[src/rtl/negnop_cfg.svh]
// Constants for the negate and no-operation execution block.
// Functional notes
// - Negate the addressed data byte in two's complement and write it back there.
// - Negate is recognised by seven fixed upper bits, access bit, eight-bit address.
// - Negate updates negative, overflow, carry, digit-carry, zero; one word, one cycle.
// - Access bit zero selects access bank; one selects bank from bank pointer.
// - Extended set, access bit zero, address at most 95 means indexed literal offset.
// - All-zero word and top nibble all ones are no-operations, one cycle, no flags.
`ifndef NEGNOP_CFG_SVH
`define NEGNOP_CFG_SVH
`define NEG_OPC_VAL       7'h36
`define NEG_OPC_MSB       15
`define NEG_OPC_LSB       9
`define ACCESS_BIT        8
`define NOP_NIB_VAL       4'hF
`define INDEXED_MAX       8'h5F
`define ACCESS_HI_BANK    4'hF
`define ACCESS_SPLIT      8'h60
`define FLAG_NEG          4
`define FLAG_OV           3
`define FLAG_Z            2
`define FLAG_DC           1
`define FLAG_C            0
`define STATUS_RESET      5'h00
`endif

[src/rtl/negnop_pkg.sv]
// Types shared by the negate and no-operation execution block.
package negnop_pkg;
  typedef enum logic [1:0] {
    PH_Q1,
    PH_Q2,
    PH_Q3,
    PH_Q4
  } phase_e;
  typedef enum logic [1:0] {
    OP_NONE,
    OP_NEG,
    OP_NOP
  } op_e;
  // Data-memory access request.
  typedef struct packed {
    logic [11:0] addr;
    logic [7:0]  wdata;
    logic        rd;
    logic        wr;
  } mem_req_s;
endpackage

[src/rtl/negnop_decode.sv]
// Opcode decoder and effective address generator.
`include "negnop_cfg.svh"
`timescale 1ns/1ps
`default_nettype none
module negnop_decode (
  input  wire logic [15:0]     i_word,
  input  wire logic [3:0]      i_bank_pointer,
  input  wire logic            i_ext_en,
  input  wire logic [7:0]      i_fsr2,
  output logic                 o_is_neg,
  output logic                 o_is_nop,
  output logic [11:0]          o_addr
);
  wire       access_sel = i_word[`ACCESS_BIT];
  wire [7:0] f_field    = i_word[7:0];
  wire       indexed    = i_ext_en & ~access_sel & (f_field <= `INDEXED_MAX);
  wire [7:0] idx_sum    = 8'(i_fsr2 + f_field); // The carry out of the index sum is dropped.
  wire [3:0] acc_bank   = (f_field < `ACCESS_SPLIT) ? 4'h0 : `ACCESS_HI_BANK;

  // Opcode match for negate and the two no-operation forms.
  assign o_is_neg = (i_word[`NEG_OPC_MSB:`NEG_OPC_LSB] == `NEG_OPC_VAL);
  assign o_is_nop = (i_word == 16'h0000) || (i_word[15:12] == `NOP_NIB_VAL);
  // Indexed offset wins over access bank; access bit one uses the bank pointer.
  assign o_addr = indexed ? {4'h0, idx_sum} :
                  access_sel ? {i_bank_pointer, f_field} : {acc_bank, f_field};
endmodule
`default_nettype wire

[src/rtl/negnop_exec.sv]
// Four-phase execution unit for negate and no-operation instructions.
`include "negnop_cfg.svh"
`timescale 1ns/1ps
`default_nettype none
module negnop_exec (
  input  wire logic                  i_core_clk,
  input  wire logic                  i_rst_n,
  input  wire logic [15:0]           i_instr,
  input  wire logic [3:0]            i_bank_pointer,
  input  wire logic                  i_ext_en,
  input  wire logic [7:0]            i_fsr2,
  input  wire logic [7:0]            i_rdata,
  output negnop_pkg::mem_req_s       o_mem,
  output logic [4:0]                 o_status,
  output logic [1:0]                 o_phase,
  output logic                       o_done
);
  negnop_pkg::phase_e phase;
  negnop_pkg::phase_e next_phase;
  negnop_pkg::op_e    op;
  logic [11:0]        addr;
  logic [7:0]         opnd;
  logic [4:0]         flags;
  wire                dec_neg;
  wire                dec_nop;
  wire [11:0]         dec_addr;

  negnop_decode u_decode (
    .i_word         (i_instr),
    .i_bank_pointer (i_bank_pointer),
    .i_ext_en       (i_ext_en),
    .i_fsr2         (i_fsr2),
    .o_is_neg       (dec_neg),
    .o_is_nop       (dec_nop),
    .o_addr         (dec_addr)
  );

  // Negation result and its flags from the read operand.
  wire [8:0] sum9   = {1'b0, ~opnd} + 9'h001;
  wire [4:0] sum5   = {1'b0, ~opnd[3:0]} + 5'h01;
  wire [7:0] neg    = sum9[7:0];
  wire [4:0] nflags;
  assign nflags[`FLAG_NEG] = neg[7];
  assign nflags[`FLAG_OV]  = (opnd == 8'h80); // Only the most negative byte overflows.
  assign nflags[`FLAG_Z]   = (neg == 8'h00);
  assign nflags[`FLAG_DC]  = sum5[4];
  assign nflags[`FLAG_C]   = sum9[8];

  // Phase sequencing: one instruction cycle is four clock phases.
  always_comb begin
    case (phase)
      negnop_pkg::PH_Q1: next_phase = negnop_pkg::PH_Q2;
      negnop_pkg::PH_Q2: next_phase = negnop_pkg::PH_Q3;
      negnop_pkg::PH_Q3: next_phase = negnop_pkg::PH_Q4;
      default:           next_phase = negnop_pkg::PH_Q1;
    endcase
  end

  always_ff @(posedge i_core_clk or negedge i_rst_n) begin
    if (!i_rst_n) begin
      phase <= negnop_pkg::PH_Q1;
    end else begin
      phase <= next_phase;
    end
  end

  // Q1 decode, Q2 read, Q3 compute, Q4 write back to the same location.
  always_ff @(posedge i_core_clk or negedge i_rst_n) begin
    if (!i_rst_n) begin
      op     <= negnop_pkg::OP_NONE;
      addr   <= 12'h000;
      opnd   <= 8'h00;
      flags  <= `STATUS_RESET;
      o_mem  <= '0;
      o_done <= 1'b0;
    end else begin
      o_mem.rd <= 1'b0;
      o_mem.wr <= 1'b0;
      o_done   <= 1'b0;
      case (phase)
        negnop_pkg::PH_Q1: begin
          op   <= dec_neg ? negnop_pkg::OP_NEG :
                  dec_nop ? negnop_pkg::OP_NOP : negnop_pkg::OP_NONE;
          addr <= dec_addr;
          if (dec_neg) begin
            o_mem.addr <= dec_addr;
            o_mem.rd   <= 1'b1;
          end
        end
        negnop_pkg::PH_Q2: begin
          opnd <= i_rdata;
        end
        negnop_pkg::PH_Q3: begin
          if (op == negnop_pkg::OP_NEG) begin
            flags  <= nflags;
            o_mem.addr  <= addr;
            o_mem.wdata <= neg;
            o_mem.wr    <= 1'b1;
          end
        end
        default: begin
          o_done <= (op != negnop_pkg::OP_NONE);
        end
      endcase
    end
  end

  always_ff @(posedge i_core_clk or negedge i_rst_n) begin
    if (!i_rst_n) begin
      o_status <= `STATUS_RESET;
      o_phase  <= 2'b00;
    end else begin
      o_status <= flags;
      o_phase  <= next_phase;
    end
  end
endmodule
`default_nettype wire

[config.mk]
export PLATFORM = sky130hd
export DESIGN_NAME = negnop_exec
export DESIGN_NICKNAME = d
export VERILOG_FILES = /design/src/rtl/negnop_pkg.sv /design/src/rtl/negnop_decode.sv /design/src/rtl/negnop_exec.sv
export VERILOG_INCLUDE_DIRS = /design/src /design/src/rtl
export SDC_FILE = /design/constraint.sdc
export NUM_CORES = 1
export LEC_CHECK = 0
export BUFFER_PORTS_ARGS = -buffer_cell sky130_fd_sc_hd__buf_4
export CORE_ASPECT_RATIO = 0.8
export CORE_UTILIZATION = 53
export CTS_CLUSTER_SIZE = 28
export DETAILED_ROUTE_END_ITERATION = 8
export MAX_ROUTING_LAYER = met4
export PLACE_DENSITY = 0.88
export SETUP_SLACK_MARGIN = 0.15
export SYNTH_ARGS = -nofsm -noshare
export SYNTH_HDL_FRONTEND = slang
export SYNTH_HIERARCHICAL = 1
export SYNTH_SLANG_ARGS = --single-unit
[constraint.sdc]
create_clock -name i_core_clk -period 2.7 [get_ports i_core_clk]
set_input_delay 0.27 -clock i_core_clk [delete_from_list [all_inputs] [get_ports i_core_clk]]
set_output_delay 0.27 -clock i_core_clk [all_outputs]
set_load 0.01 [all_outputs]
==> summary.md, run 1 <==
| Metric | Value |
|---|---|
| Top cells by area, synth | dfrtp_1 49%, mux2_2 12%, ha_1 5.2%, a22o_1 4.0%, o21ai_0 3.3% |
| Hold_buf cts | 0 |
| DRT iter0 DRCs | 197 |
| Power Total | 1.70 mW |
| Met1 WL | 2740 µm |
| WP data required | 2.95 ns |
| Routability congestion estimate | 0.823 |
| Seq/Total Area, Yosys | 0.489 |
| Die W | 84.2 µm |
| Row Count | 23 |
| Max layer used | met4 |
| Hold WS | -0.0173 ns |
| WP data arrival | 2.25 ns |
| R2R depth | 6 |
| Yosys cell types | 49 |
| Max Fanout on Critical Path | 3 |
| Vias in the first global route | 2109 |
| Max_cap viols | 0 |
| Cell taking the most area after synthesis | dfrtp_1 |
| Metal2 WL | 3000 µm |
| Final setup TNS | 0 ns |
| CTS Buf Count | 5 |
| IO Port Bufs | 68 |
| First-pass GRT wire length | 10000 µm |
| Syn. warnings | 6 |
| Skew final | 0.00664 ns |
| Die area | 5710 µm² |
| I/O pin count | 69 |
| Fmax | 501 MHz |
| Post-Synthesis Cells | 255 |
| RSZ-0062 raised after global routing | false |
| Routed Antenna Nets | 0 |
| Worst min-delay path class | in2async |
| Final net count | 375 |
| Max_slew headroom | 0.538 |
| Yosys reg bits | 56 |
| Net Count, Synth | 307 |
| Clock Root Buffer | clkbuf_8 |
| Clk buf depth | 2 |
| Post-synth ARST share | 1.00 |
| Max H-tree Level | 2 |
| Vias | 2226 |
| Worst Setup Start Kind | input pin |
| Post-detail-place hpwl | 4620 µm |
| TritonCTS clock tree | built |
| Netlist Area Pre-Place | 2870 µm² |
| Core area | 5090 µm² |
| Crit end category | register |
| Ys flop type | dfrtp_1 |
| CTS clk-pin slew, worst paths | 0.10 ns |
| Routed wl met3 | 324 µm |
| Setup violations, final | 0 |
| Slew @ Worst Pin | 0.693 ns |
| Leakage | 1.73 nW |
| Max rail drop VDD | 0.308 mV |
| Number of antenna violations at the first check in global routing | 0 |
| Worst-Skew Late Latency | 0.30 ns |
| Footprint of the multi-input gates | 1340 µm² |
| GRT Overall Usage | 0.236 |
| Setup Fix Bufs, Post-CTS | 0 |
| Height of the die | 67.8 µm |
| Fin. Hold Viols | 8 |
| Initial Utilization | 0.563 |
| Fillers | 392 |
| Largest net degree at the start of global routing | 57 |
| Synthesized area per cell | 11.2 µm² |
| Post-route minimum period | 2.00 ns |
| Crit Path Class | in2reg |
| Status | finished with violations |
| Overflow after GRT | 0 |
| Post-synth EDFFs | 0 |
| Final Max Tran Viols | 0 |
| Layout cells sized above 1 | 0.373 |
| Vias per inst | 5.77 |
| Cts repair resizes | 0 |
| # DRC | 9 |
| Top cell type's share of synthesized area | 0.489 |
| Period utilisation layout | 0.740 |
| Seq. cell area | 1400 µm² |
| Overall routed net length | 6150 µm |
| Routed WL per cell | 15.9 µm |
| Antenna cells | 0 |
| Failing checks | design-rule violations, negative hold slack |
| TritonRoute pass-1 iters | 6 |
| Pwr dens | 481 nW/µm² |
| Area growth, synth to finish | 23.6% |
| Clk sinks | 56 |
power by group:
part | internal (mW) | leakage [nW] | switching, mW | total (mW)
Sequential | 0.872 | 0.726 | 0.0240 | 0.896
Clock | 0.304 | 0.0614 | 0.265 | 0.569
Combinational | 0.127 | 0.939 | 0.113 | 0.240
Total | 1.30 | 1.73 | 0.402 | 1.71
layer usage:
layer	up-vias	track usage
met5	-	-
met4	0	0.0690
met2	69	0.374
met3	8	0.0513
met1	1097	0.309
li1	1052	-
placed cells by master (no fill, tap or decap), types with 2 or more instances in the layout:
master	count
clkbuf_8	6
inv_1	13
nor2b_1	5
o31ai_1	2
o31a_1	2
nand2b_1	4
nand3_1	2
mux2_2	31
dfrtp_1	56
a22o_1	13
a21o_1	2
nand4_1	3
nand2_1	21
nor4_1	3
ha_1	12
nor3b_1	2
and2_1	2
o211ai_1	2
a211oi_1	3
or4_2	2
o21ai_0	19
nor3_1	2
or3_1	2
a21oi_1	7
o21a_1	2
xor2_1	4
buf_4	73
nor2_1	7
xnor2_1	2
logic make-up after synthesis:
group                    Yosys count  share of synthesized area
adder cells (fa/ha/maj)           13                     0.0593
buffers and inverters             26                     0.0445
XOR/XNOR                           6                     0.0183
multiplexers                      32                      0.125
AND/OR/NAND/NOR                   62                      0.119
AO/OA/AOI/OAI                     60                      0.145
flip-flops                        56                      0.489
per-stage QoR:
step,util,area (µm²),instances,setup slack (ns)
global route,0.696,3540,386,0.648
floorplan,-,2870,255,0.657
detailed placement,0.672,3420,378,0.418
CTS,0.696,3540,386,0.735
finish,0.696,3540,386,0.703
global placement,0.672,3420,378,0.467
synth_stat cells (2+ instances only):
cell,number
dfrtp_1,56
mux2_2,31
nand2_1,21
o21ai_0,19
a22o_1,13
inv_1,13
ha_1,12
a21oi_1,7
nor2_1,7
nor2b_1,5
a211oi_1,4
clkbuf_1,4
nand2b_1,4
xor2_1,4
buf_2,3
buf_6,3
nand4_1,3
nor4_1,3
a21o_1,2
and2_1,2
nand3_1,2
nor3_1,2
nor3b_1,2
o211ai_1,2
o21a_1,2
o31a_1,2
o31ai_1,2
or3_1,2
or4_2,2
xnor2_1,2
state kept, by name (all words and copies together), names as in the netlist:
register,cells
o_mem,22
addr,12
opnd,8
o_status,5
flags,4
o_phase,2
op,2
o_done,1
worst paths after layout:
kind | startpoint | end | slack (ns)
hold reg to reg | flags[3]$_DFFE_PN0P_ | o_status[3]$_DFF_PN0_ | 0.39
hold / removal | i_rst_n | o_mem[4]$_DFFE_PN0P_ | -0.02
setup / recovery | i_fsr2[0] | o_mem[16]$_DFFE_PN0P_ | 0.70
min in group i_core_clk | i_rdata[1] | opnd[1]$_DFFE_PN0N_ | 0.18
setup reg to reg | o_phase[0]$_DFF_PN0_ | o_mem[14]$_DFFE_PN0P_ | 0.77
max in group asynchronous | i_rst_n | o_mem[1]$_DFF_PN0_ | 2.23
worst max-delay path, cell delays in order:
cell and delay (ns):
buf_4 0.11, ha_1 0.23, inv_1 0.09, fa_1 0.20, nor2b_1 0.07, o31a_1 0.27
or4_2 0.61, nand3_1 0.12, a22o_1 0.15, mux2_2 0.14
final cells by class:
| cell class | instances | area share |
|---|---|---|
| tap | 62 | 0.0219 |
| clock buffer | 6 | 0.0233 |
| sequential | 56 | 0.395 |
| clock inverter | 2 | 0.0109 |
| multi-input combinational | 173 | 0.379 |
| timing repair buffer | 73 | 0.155 |
| inverter | 14 | 0.0148 |
(Power assumes the default switching activity.)
==> run 2: changes to the inputs <==
==> constraint.sdc (replaced) <==
create_clock -name i_core_clk -period 1.85 [get_ports i_core_clk]
set_input_delay 0.185 -clock i_core_clk [delete_from_list [all_inputs] [get_ports i_core_clk]]
set_output_delay 0.185 -clock i_core_clk [all_outputs]
set_load 0.01 [all_outputs]
==> run 2 against run 1 <==
  * The run ends with design-rule violations left
  * Register-to-register slack got worse by 0.59 ns
  * Clock power grew 19%
  * Sequential power grew 46%
  * Critical endpoint unchanged
  * Sequential share of layout area shrank 3.2 points
  * Utilization up 6.3 points
  * Via count grew 5.9%
  * Largest power group unchanged
  * Critical path type unchanged
  * Clock-buffer cell count fell by 1
  * Die area unchanged
  * Setup slack worse by 0.55 ns
  * Cell area increased by 9.0%
==> summary.md, run 2 (same netlist as run 1, synthesis figures left out) <==
| Metric | Value |
|---|---|
| Hold path depth | 3 |
| Number of antenna violations at the first check in global routing | 0 (unchanged) |
| Overflow after GRT | 0 (unchanged) |
| Crit Path Class | in2reg |
| WP data required | 2.10 ns (-0.85 ns) |
| Cell family with the largest share of critical-path delay | simple AND/OR/NAND/NOR gates |
| Setup violations, final | 0 (unchanged) |
| Max_cap viols | 0 (unchanged) |
| IO Port Bufs | 68 (unchanged) |
| Crit end category | register |
| Overall routed net length | 6850 µm (+11%) |
| Fin util | 0.759 (+0.0629) |
| Routed Antenna Nets | 0 (unchanged) |
| Worst-Skew Late Latency | 0.31 ns (about the same) |
| R2R Path Start | opnd[5]$_DFFE_PN0N_ |
| Core area | 5090 µm² (unchanged) |
| Max rail drop VDD | 0.557 mV (+81%) |
| Failing checks | design-rule violations |
| Vias per inst | 5.72 (-0.75%) |
| Most frequent cells in the layout | 93 x buf_4, 55 x dfrtp_1, 21 x mux2_2, 21 x nand2_1, 17 x o21ai_0 |
| Max layer used | met4 |
| Vias in the first global route | 2264 (+7.3%) |
| Die W | 84.2 µm (unchanged) |
| Final net count | 401 (+6.9%) |
| WP data arrival | 1.95 ns (-0.30 ns) |
| Max Fanout on Critical Path | 3 (unchanged) |
| Row Count | 23 (unchanged) |
| Height of the die | 67.8 µm (unchanged) |
| Vias | 2358 (+5.9%) |
| Layout cells sized above 1 | 0.469 (+0.0951) |
| CP max stage delay | 0.49 ns (-0.12 ns) |
| Pwr dens | 623 nW/µm² (+30%) |
| Post-route minimum period | 1.70 ns |
| Largest registers | o_mem x22, addr x12, opnd x8 |
| Fin area | 3860 µm² (+9.0%) |
| First-pass GRT wire length | 10900 µm (+8.0%) |
| CTS Buf Count | 5 (unchanged) |
| Worst r2r dst | o_mem[9]$_DFFE_PN0P_ |
| Worst-path cell with the longest stage delay | or4_4 |
| Buf+Inv Stages, Crit Path | 2 (unchanged) |
| Largest register FFs | 22 (unchanged) |
| Worst min-delay path class | in2reg |
| Routability congestion estimate | 0.868 (+5.4%) |
| RSZ-0062 raised after global routing | true |
| Antenna cells | 0 (unchanged) |
| Worst Setup Start Kind | input pin |
| Period utilisation layout | 0.919 |
| Slew @ Worst Pin | 0.676 ns (-0.0164 ns) |
| Clock Root Buffer | clkbuf_8 |
| # DRC | 9 (unchanged) |
| CP cell instances | buf_4 -> ha_1 -> buf_4 -> o21a_1 -> o31a_1 -> or4_4 -> nand3_2 -> a22o_1 -> mux2_4 |
| Leakage | 1.86 nW (+7.5%) |
| Die area | 5710 µm² (unchanged) |
| Placed instance area | 3670 µm² (+7.3%) |
| Initial Utilization | 0.563 (unchanged) |
| Largest net degree at the start of global routing | 57 (unchanged) |
| Fmax | 588 MHz |
| DRT iter0 DRCs | 264 (+34%) |
| Met1 WL | 2930 µm (+6.9%) |
| TritonCTS clock tree | built |
| Commonest non-fill, non-tap cell in the layout | buf_4 |
| Worst Min Path Start | i_rdata[1] |
| Clk buf depth | 2 (unchanged) |
| R2R depth | 3 (-3) |
| Final Max Tran Viols | 0 (unchanged) |
| Status | finished with violations |
| CP dominant cell by count | buf_4 |
| Post-detail-place hpwl | 5030 µm (+8.8%) |
| GRT Overall Usage | 0.255 (+0.0188) |
| Routed wl met3 | 366 µm (+13%) |
| Max_slew headroom | 0.549 (+0.0109) |
| Metal2 WL | 3460 µm (+15%) |
| Largest register by flop count | o_mem |
| Area growth, synth to finish | 34.8% |
| Clk sinks | 56 (unchanged) |
| Internal reg-to-reg setup slack | 0.18 ns (-0.59 ns) |
| Hold Path End | opnd[1]$_DFFE_PN0N_ |
| TritonRoute pass-1 iters | 8 (+2) |
| Skew final | 0.00906 ns (+0.00242 ns) |
| Max H-tree Level | 2 (unchanged) |
| Hold WS | 0.0913 ns (+0.109 ns) |
| Placed insts | 399 (+5.6%) |
| Final Non-Filler Cells | 412 (+6.7%) |
| I/O pin count | 69 (unchanged) |
| CTS clk-pin slew, worst paths | 0.10 ns (about the same) |
| Fin. Hold Viols | 0 (-8) |
| Routed WL per cell | 16.6 µm (+4.4%) |
[run 2: cell count changes in the layout (fill, tap and decap cells not counted), moves of 2 or more]
cell	previous run	this run
ha_1	12	8
ha_4	0	4
mux2_4	0	10
o21ai_0	19	17
inv_1	13	9
nor2b_1	5	3
mux2_2	31	21
buf_4	73	93
inv_2	0	4
buf_6	0	5
[run 2: per-layer routing]
layer / vias to the layer above / GRT usage
li1: 1110 / -
met1: 1158 / 0.334
met2: 80 / 0.429
met5: - / -
met3: 10 / 0.0391
met4: 0 / 0.0496
[run 2: timing repair]
item,in CTS,in global routing
hold buffers,1,0
cloned,0,0
hold endpoints to repair,56,0
gates resized for setup,8,11
pin swaps,3,2
setup endpoints to repair,12,11
setup buffers,2,2
[run 2: how the worst max path moves through the flow]
stage,from,to,cells after the start
2_1_floorplan,i_fsr2[0],o_mem[16]$_DFFE_PN0P_,9
3_3_place_gp,i_fsr2[1],o_mem[17]$_DFFE_PN0P_,8
3_5_place_dp,i_fsr2[1],o_mem[17]$_DFFE_PN0P_,8
4_1_cts,o_phase[1]$_DFF_PN0_,o_mem[10]$_DFFE_PN0P_,6
5_1_grt,i_fsr2[1],o_mem[17]$_DFFE_PN0P_,8
6_report,i_fsr2[3],o_mem[16]$_DFFE_PN0P_,9
[run 2: worst register-to-register path: cells and delay by family (launching register included)]
kind / cells / cell delay [ns]
AOI/OAI and AO/OA: 1 / 0.21
and+or+nand+nor: 2 / 0.96
DFF: 1 / 0.42
[run 2: report_power, final]
part / internal (mW) / leakage (nW) / switching [mW]
sequential: 1.27 / 0.724 / 0.0323
combinational: 0.235 / 1.09 / 0.190
clock: 0.270 / 0.0445 / 0.409
total: 1.78 / 1.86 / 0.631
[run 2: through the flow]
step                      power, mW  setup TNS, ns  worst slack (ns)
after floorplan                1.52              0            0.0457
after global placement         1.72         -0.653            -0.162
after detailed placement       1.74          -1.00            -0.216
after CTS                      2.40              0             0.158
after global routing           2.51              0            0.0968
final                          2.41              0             0.149
[run 2: layout make-up]
cell class / instances / area [µm²]
Clock inverter: 3 / 21.3
Timing Repair Buffer: 99 / 764
Fill cell: 324 / 1230
Sequential cell: 56 / 1400
Inverter: 14 / 55.1
Tap cell: 62 / 77.6
Multi-Input combinational cell: 173 / 1480
Clock buffer: 5 / 68.8
==> run 3: changes to the inputs <==
--- a/config.mk
+++ b/config.mk
@@ -8,11 +8,11 @@
 export LEC_CHECK = 0
 export BUFFER_PORTS_ARGS = -buffer_cell sky130_fd_sc_hd__buf_4
 export CORE_ASPECT_RATIO = 0.8
-export CORE_UTILIZATION = 53
+export CORE_UTILIZATION = 30
 export CTS_CLUSTER_SIZE = 28
 export DETAILED_ROUTE_END_ITERATION = 8
 export MAX_ROUTING_LAYER = met4
-export PLACE_DENSITY = 0.88
+export PLACE_DENSITY = 0.59
 export SETUP_SLACK_MARGIN = 0.15
 export SYNTH_ARGS = -nofsm -noshare
 export SYNTH_HDL_FRONTEND = slang
==> run 3 against run 2 <==
  * Wire length shrank 2.9%
  * Worst hold slack improved by 0.017 ns
  * Fmax hardly changed
  * The flow still finishes with violations (design-rule violations)
  * Die area rose by 74%
  * Largest cell class unchanged
  * Clock-buffer cell count up 1
  * Largest power group unchanged
  * Setup slack better by 0.00091 ns
  * Combinational power about the same
  * Critical path depth grew 1
==> summary.md, run 3 (same netlist as run 1, synthesis figures left out) <==
| Metric | Value |
|---|---|
| Fin. Hold Viols | 0 (unchanged) |
| Row Count | 31 (+35%) |
| Core area | 9150 µm² (+80%) |
| Largest registers | o_mem x22, addr x12, opnd x8 |
| TritonCTS clock tree | built |
| Power Total | 2.64 mW (+9.7%) |
| Fin area | 4030 µm² (+4.3%) |
| Fmax | 588 MHz (about the same) |
| Routability congestion estimate | 0.838 (-3.4%) |
| Antenna cells | 0 (unchanged) |
| Clk buf depth | 2 (unchanged) |
| Die area | 9960 µm² (+74%) |
| Height of the die | 89.5 µm (+32%) |
| Initial Utilization | 0.313 (-0.250) |
| Max Fanout on Critical Path | 3 (unchanged) |
| Area growth, synth to finish | 40.6% |
| Failing checks | design-rule violations |
| CTS clk-pin slew, worst paths | 0.07 ns (-0.03 ns) |
| Worst Min Path Start | i_rdata[0] |
| R2R Path Start | o_phase[0]$_DFF_PN0_ |
| R2R depth | 7 (+4) |
| Status | finished with violations |
| Placed instance area | 3750 µm² (+1.9%) |
| CP max stage delay | 0.36 ns (-0.13 ns) |
| Clk sinks | 56 (unchanged) |
| Layout cells sized above 1 | 0.460 (-0.00857) |
| Final Non-Filler Cells | 465 (+13%) |
| Routed Antenna Nets | 0 (unchanged) |
| Largest net degree at the start of global routing | 57 (unchanged) |
| Crit Path Class | in2reg |
| Hold path depth | 3 (unchanged) |
| Post-route minimum period | 1.70 ns (-0.000913 ns) |
| Final Max Tran Viols | 0 (unchanged) |
| Placed insts | 451 (+13%) |
| WP data arrival | 1.88 ns (-0.07 ns) |
| Routed WL per cell | 14.3 µm (-14%) |
| Max rail drop VDD | 0.533 mV (-4.3%) |
| Max H-tree Level | 2 (unchanged) |
| Overflow after GRT | 0 (unchanged) |
| WP data required | 2.03 ns (-0.07 ns) |
| # DRC | 8 (-1) |
| Clock Root Buffer | clkbuf_16 |
| Dpl ws | -0.242 ns (-0.0252 ns) |
| Most frequent cells in the layout | 91 x buf_4, 56 x dfrtp_1, 21 x nand2_1, 19 x mux2_2, 17 x o21ai_0 |
| TritonRoute pass-1 iters | 8 (unchanged) |
| Setup violations, final | 0 (unchanged) |
| Hold WS | 0.108 ns (+0.0169 ns) |
| Vias in the first global route | 2186 (-3.4%) |
| Vias | 2250 (-4.6%) |
| Worst min-delay path class | in2reg |
| Overall routed net length | 6650 µm (-2.9%) |
| Post-detail-place hpwl | 4970 µm (-1.3%) |
| Worst r2r dst | o_mem[11]$_DFFE_PN0P_ |
| Skew final | 0.00685 ns (-0.00221 ns) |
| DRT iter0 DRCs | 63 (-76%) |
| Max_slew headroom | 0.525 (-0.0241) |
| Internal reg-to-reg setup slack | 0.20 ns (+0.02 ns) |
| Crit end category | register |
| Vias per inst | 4.84 (-15%) |
| CTS Buf Count | 5 (unchanged) |
| Largest register FFs | 22 (unchanged) |
| CP cell instances | buf_6 -> ha_4 -> inv_2 -> fa_2 -> nor2b_4 -> o31a_1 -> a211oi_1 -> a21o_2 -> a22o_1 -> mux2_4 |
| Final setup TNS | 0 ns (unchanged) |
| First-pass GRT wire length | 10800 µm (-0.13%) |
| Fin util | 0.441 (-0.318) |
| Final net count | 401 (unchanged) |
| Slew @ Worst Pin | 0.712 ns (+0.0361 ns) |
| Commonest non-fill, non-tap cell in the layout | buf_4 |
| GRT Overall Usage | 0.142 (-0.113) |
| Worst-path cell with the longest stage delay | fa_2 |
| Number of antenna violations at the first check in global routing | 0 (unchanged) |
| Leakage | 1.89 nW (+2.1%) |
| Hold Path End | opnd[0]$_DFFE_PN0N_ |
| Period utilisation layout | 0.919 (about the same) |
| Worst Setup Start Kind | input pin |
| RSZ-0062 raised after global routing | true |
| Max_cap viols | 0 (unchanged) |
| Final worst slack | 0.150 ns (+0.000913 ns) |
| I/O pin count | 69 (unchanged) |
| Pwr dens | 655 nW/µm² (+5.2%) |
| IO Port Bufs | 68 (unchanged) |
| Worst-Skew Late Latency | 0.29 ns (-0.02 ns) |
| Die W | 111 µm (+32%) |
| Largest register by flop count | o_mem |
-- run 3: how the worst max path moves through the flow --
stage	end	depth (start not counted)	startpoint
after floorplan	o_mem[16]$_DFFE_PN0P_	9	i_fsr2[0]
after global placement	o_mem[17]$_DFFE_PN0P_	8	i_fsr2[1]
after detailed placement	o_mem[17]$_DFFE_PN0P_	8	i_fsr2[1]
after CTS	o_mem[17]$_DFFE_PN0P_	8	i_fsr2[1]
after global routing	o_mem[14]$_DFFE_PN0P_	10	i_fsr2[0]
final	o_mem[14]$_DFFE_PN0P_	10	i_fsr2[0]
-- run 3: critical path, delay by kind of cell --
family | cells | cell delay [ns]
fa+ha+maj | 2 | 0.51
compound gates | 4 | 0.68
simple gates | 1 | 0.13
mux | 1 | 0.25
buf+inv | 2 | 0.12
-- run 3: what timing repair did --
| item | in CTS | in global routing |
|---|---|---|
| hold buffers | 1 | 0 |
| resized for setup | 7 | 15 |
| cloned | 1 | 0 |
| hold endpoints to repair | 56 | 0 |
| buffers inserted | 3 | 1 |
| setup endpoints to repair | 6 | 12 |
| pin swaps | 6 | 4 |
-- run 3: area by class of cell --
| class | count | area [µm²] |
|---|---|---|
| tap | 115 | 144 |
| timing repair buffer | 99 | 797 |
| clock inverter | 2 | 16.3 |
| clock buffer | 6 | 129 |
| multi-input combinational | 173 | 1490 |
| inverter | 14 | 57.6 |
| fill | 891 | 5120 |
| sequential | 56 | 1400 |
-- run 3: power by group --
part	switching, mW	internal, mW	leakage [nW]	total, mW
sequential	0.0292	1.27	0.726	1.30
combinational	0.185	0.237	1.10	0.422
clock	0.413	0.505	0.0671	0.918
total	0.627	2.02	1.89	2.64
-- run 3: layer usage --
layer,track usage,wire length [µm],up-vias
met5,-,0,-
met4,0.0295,48,0
met3,0.0203,218,5
met2,0.226,3060,40
met1,0.193,3330,1087
li1,-,-,1118
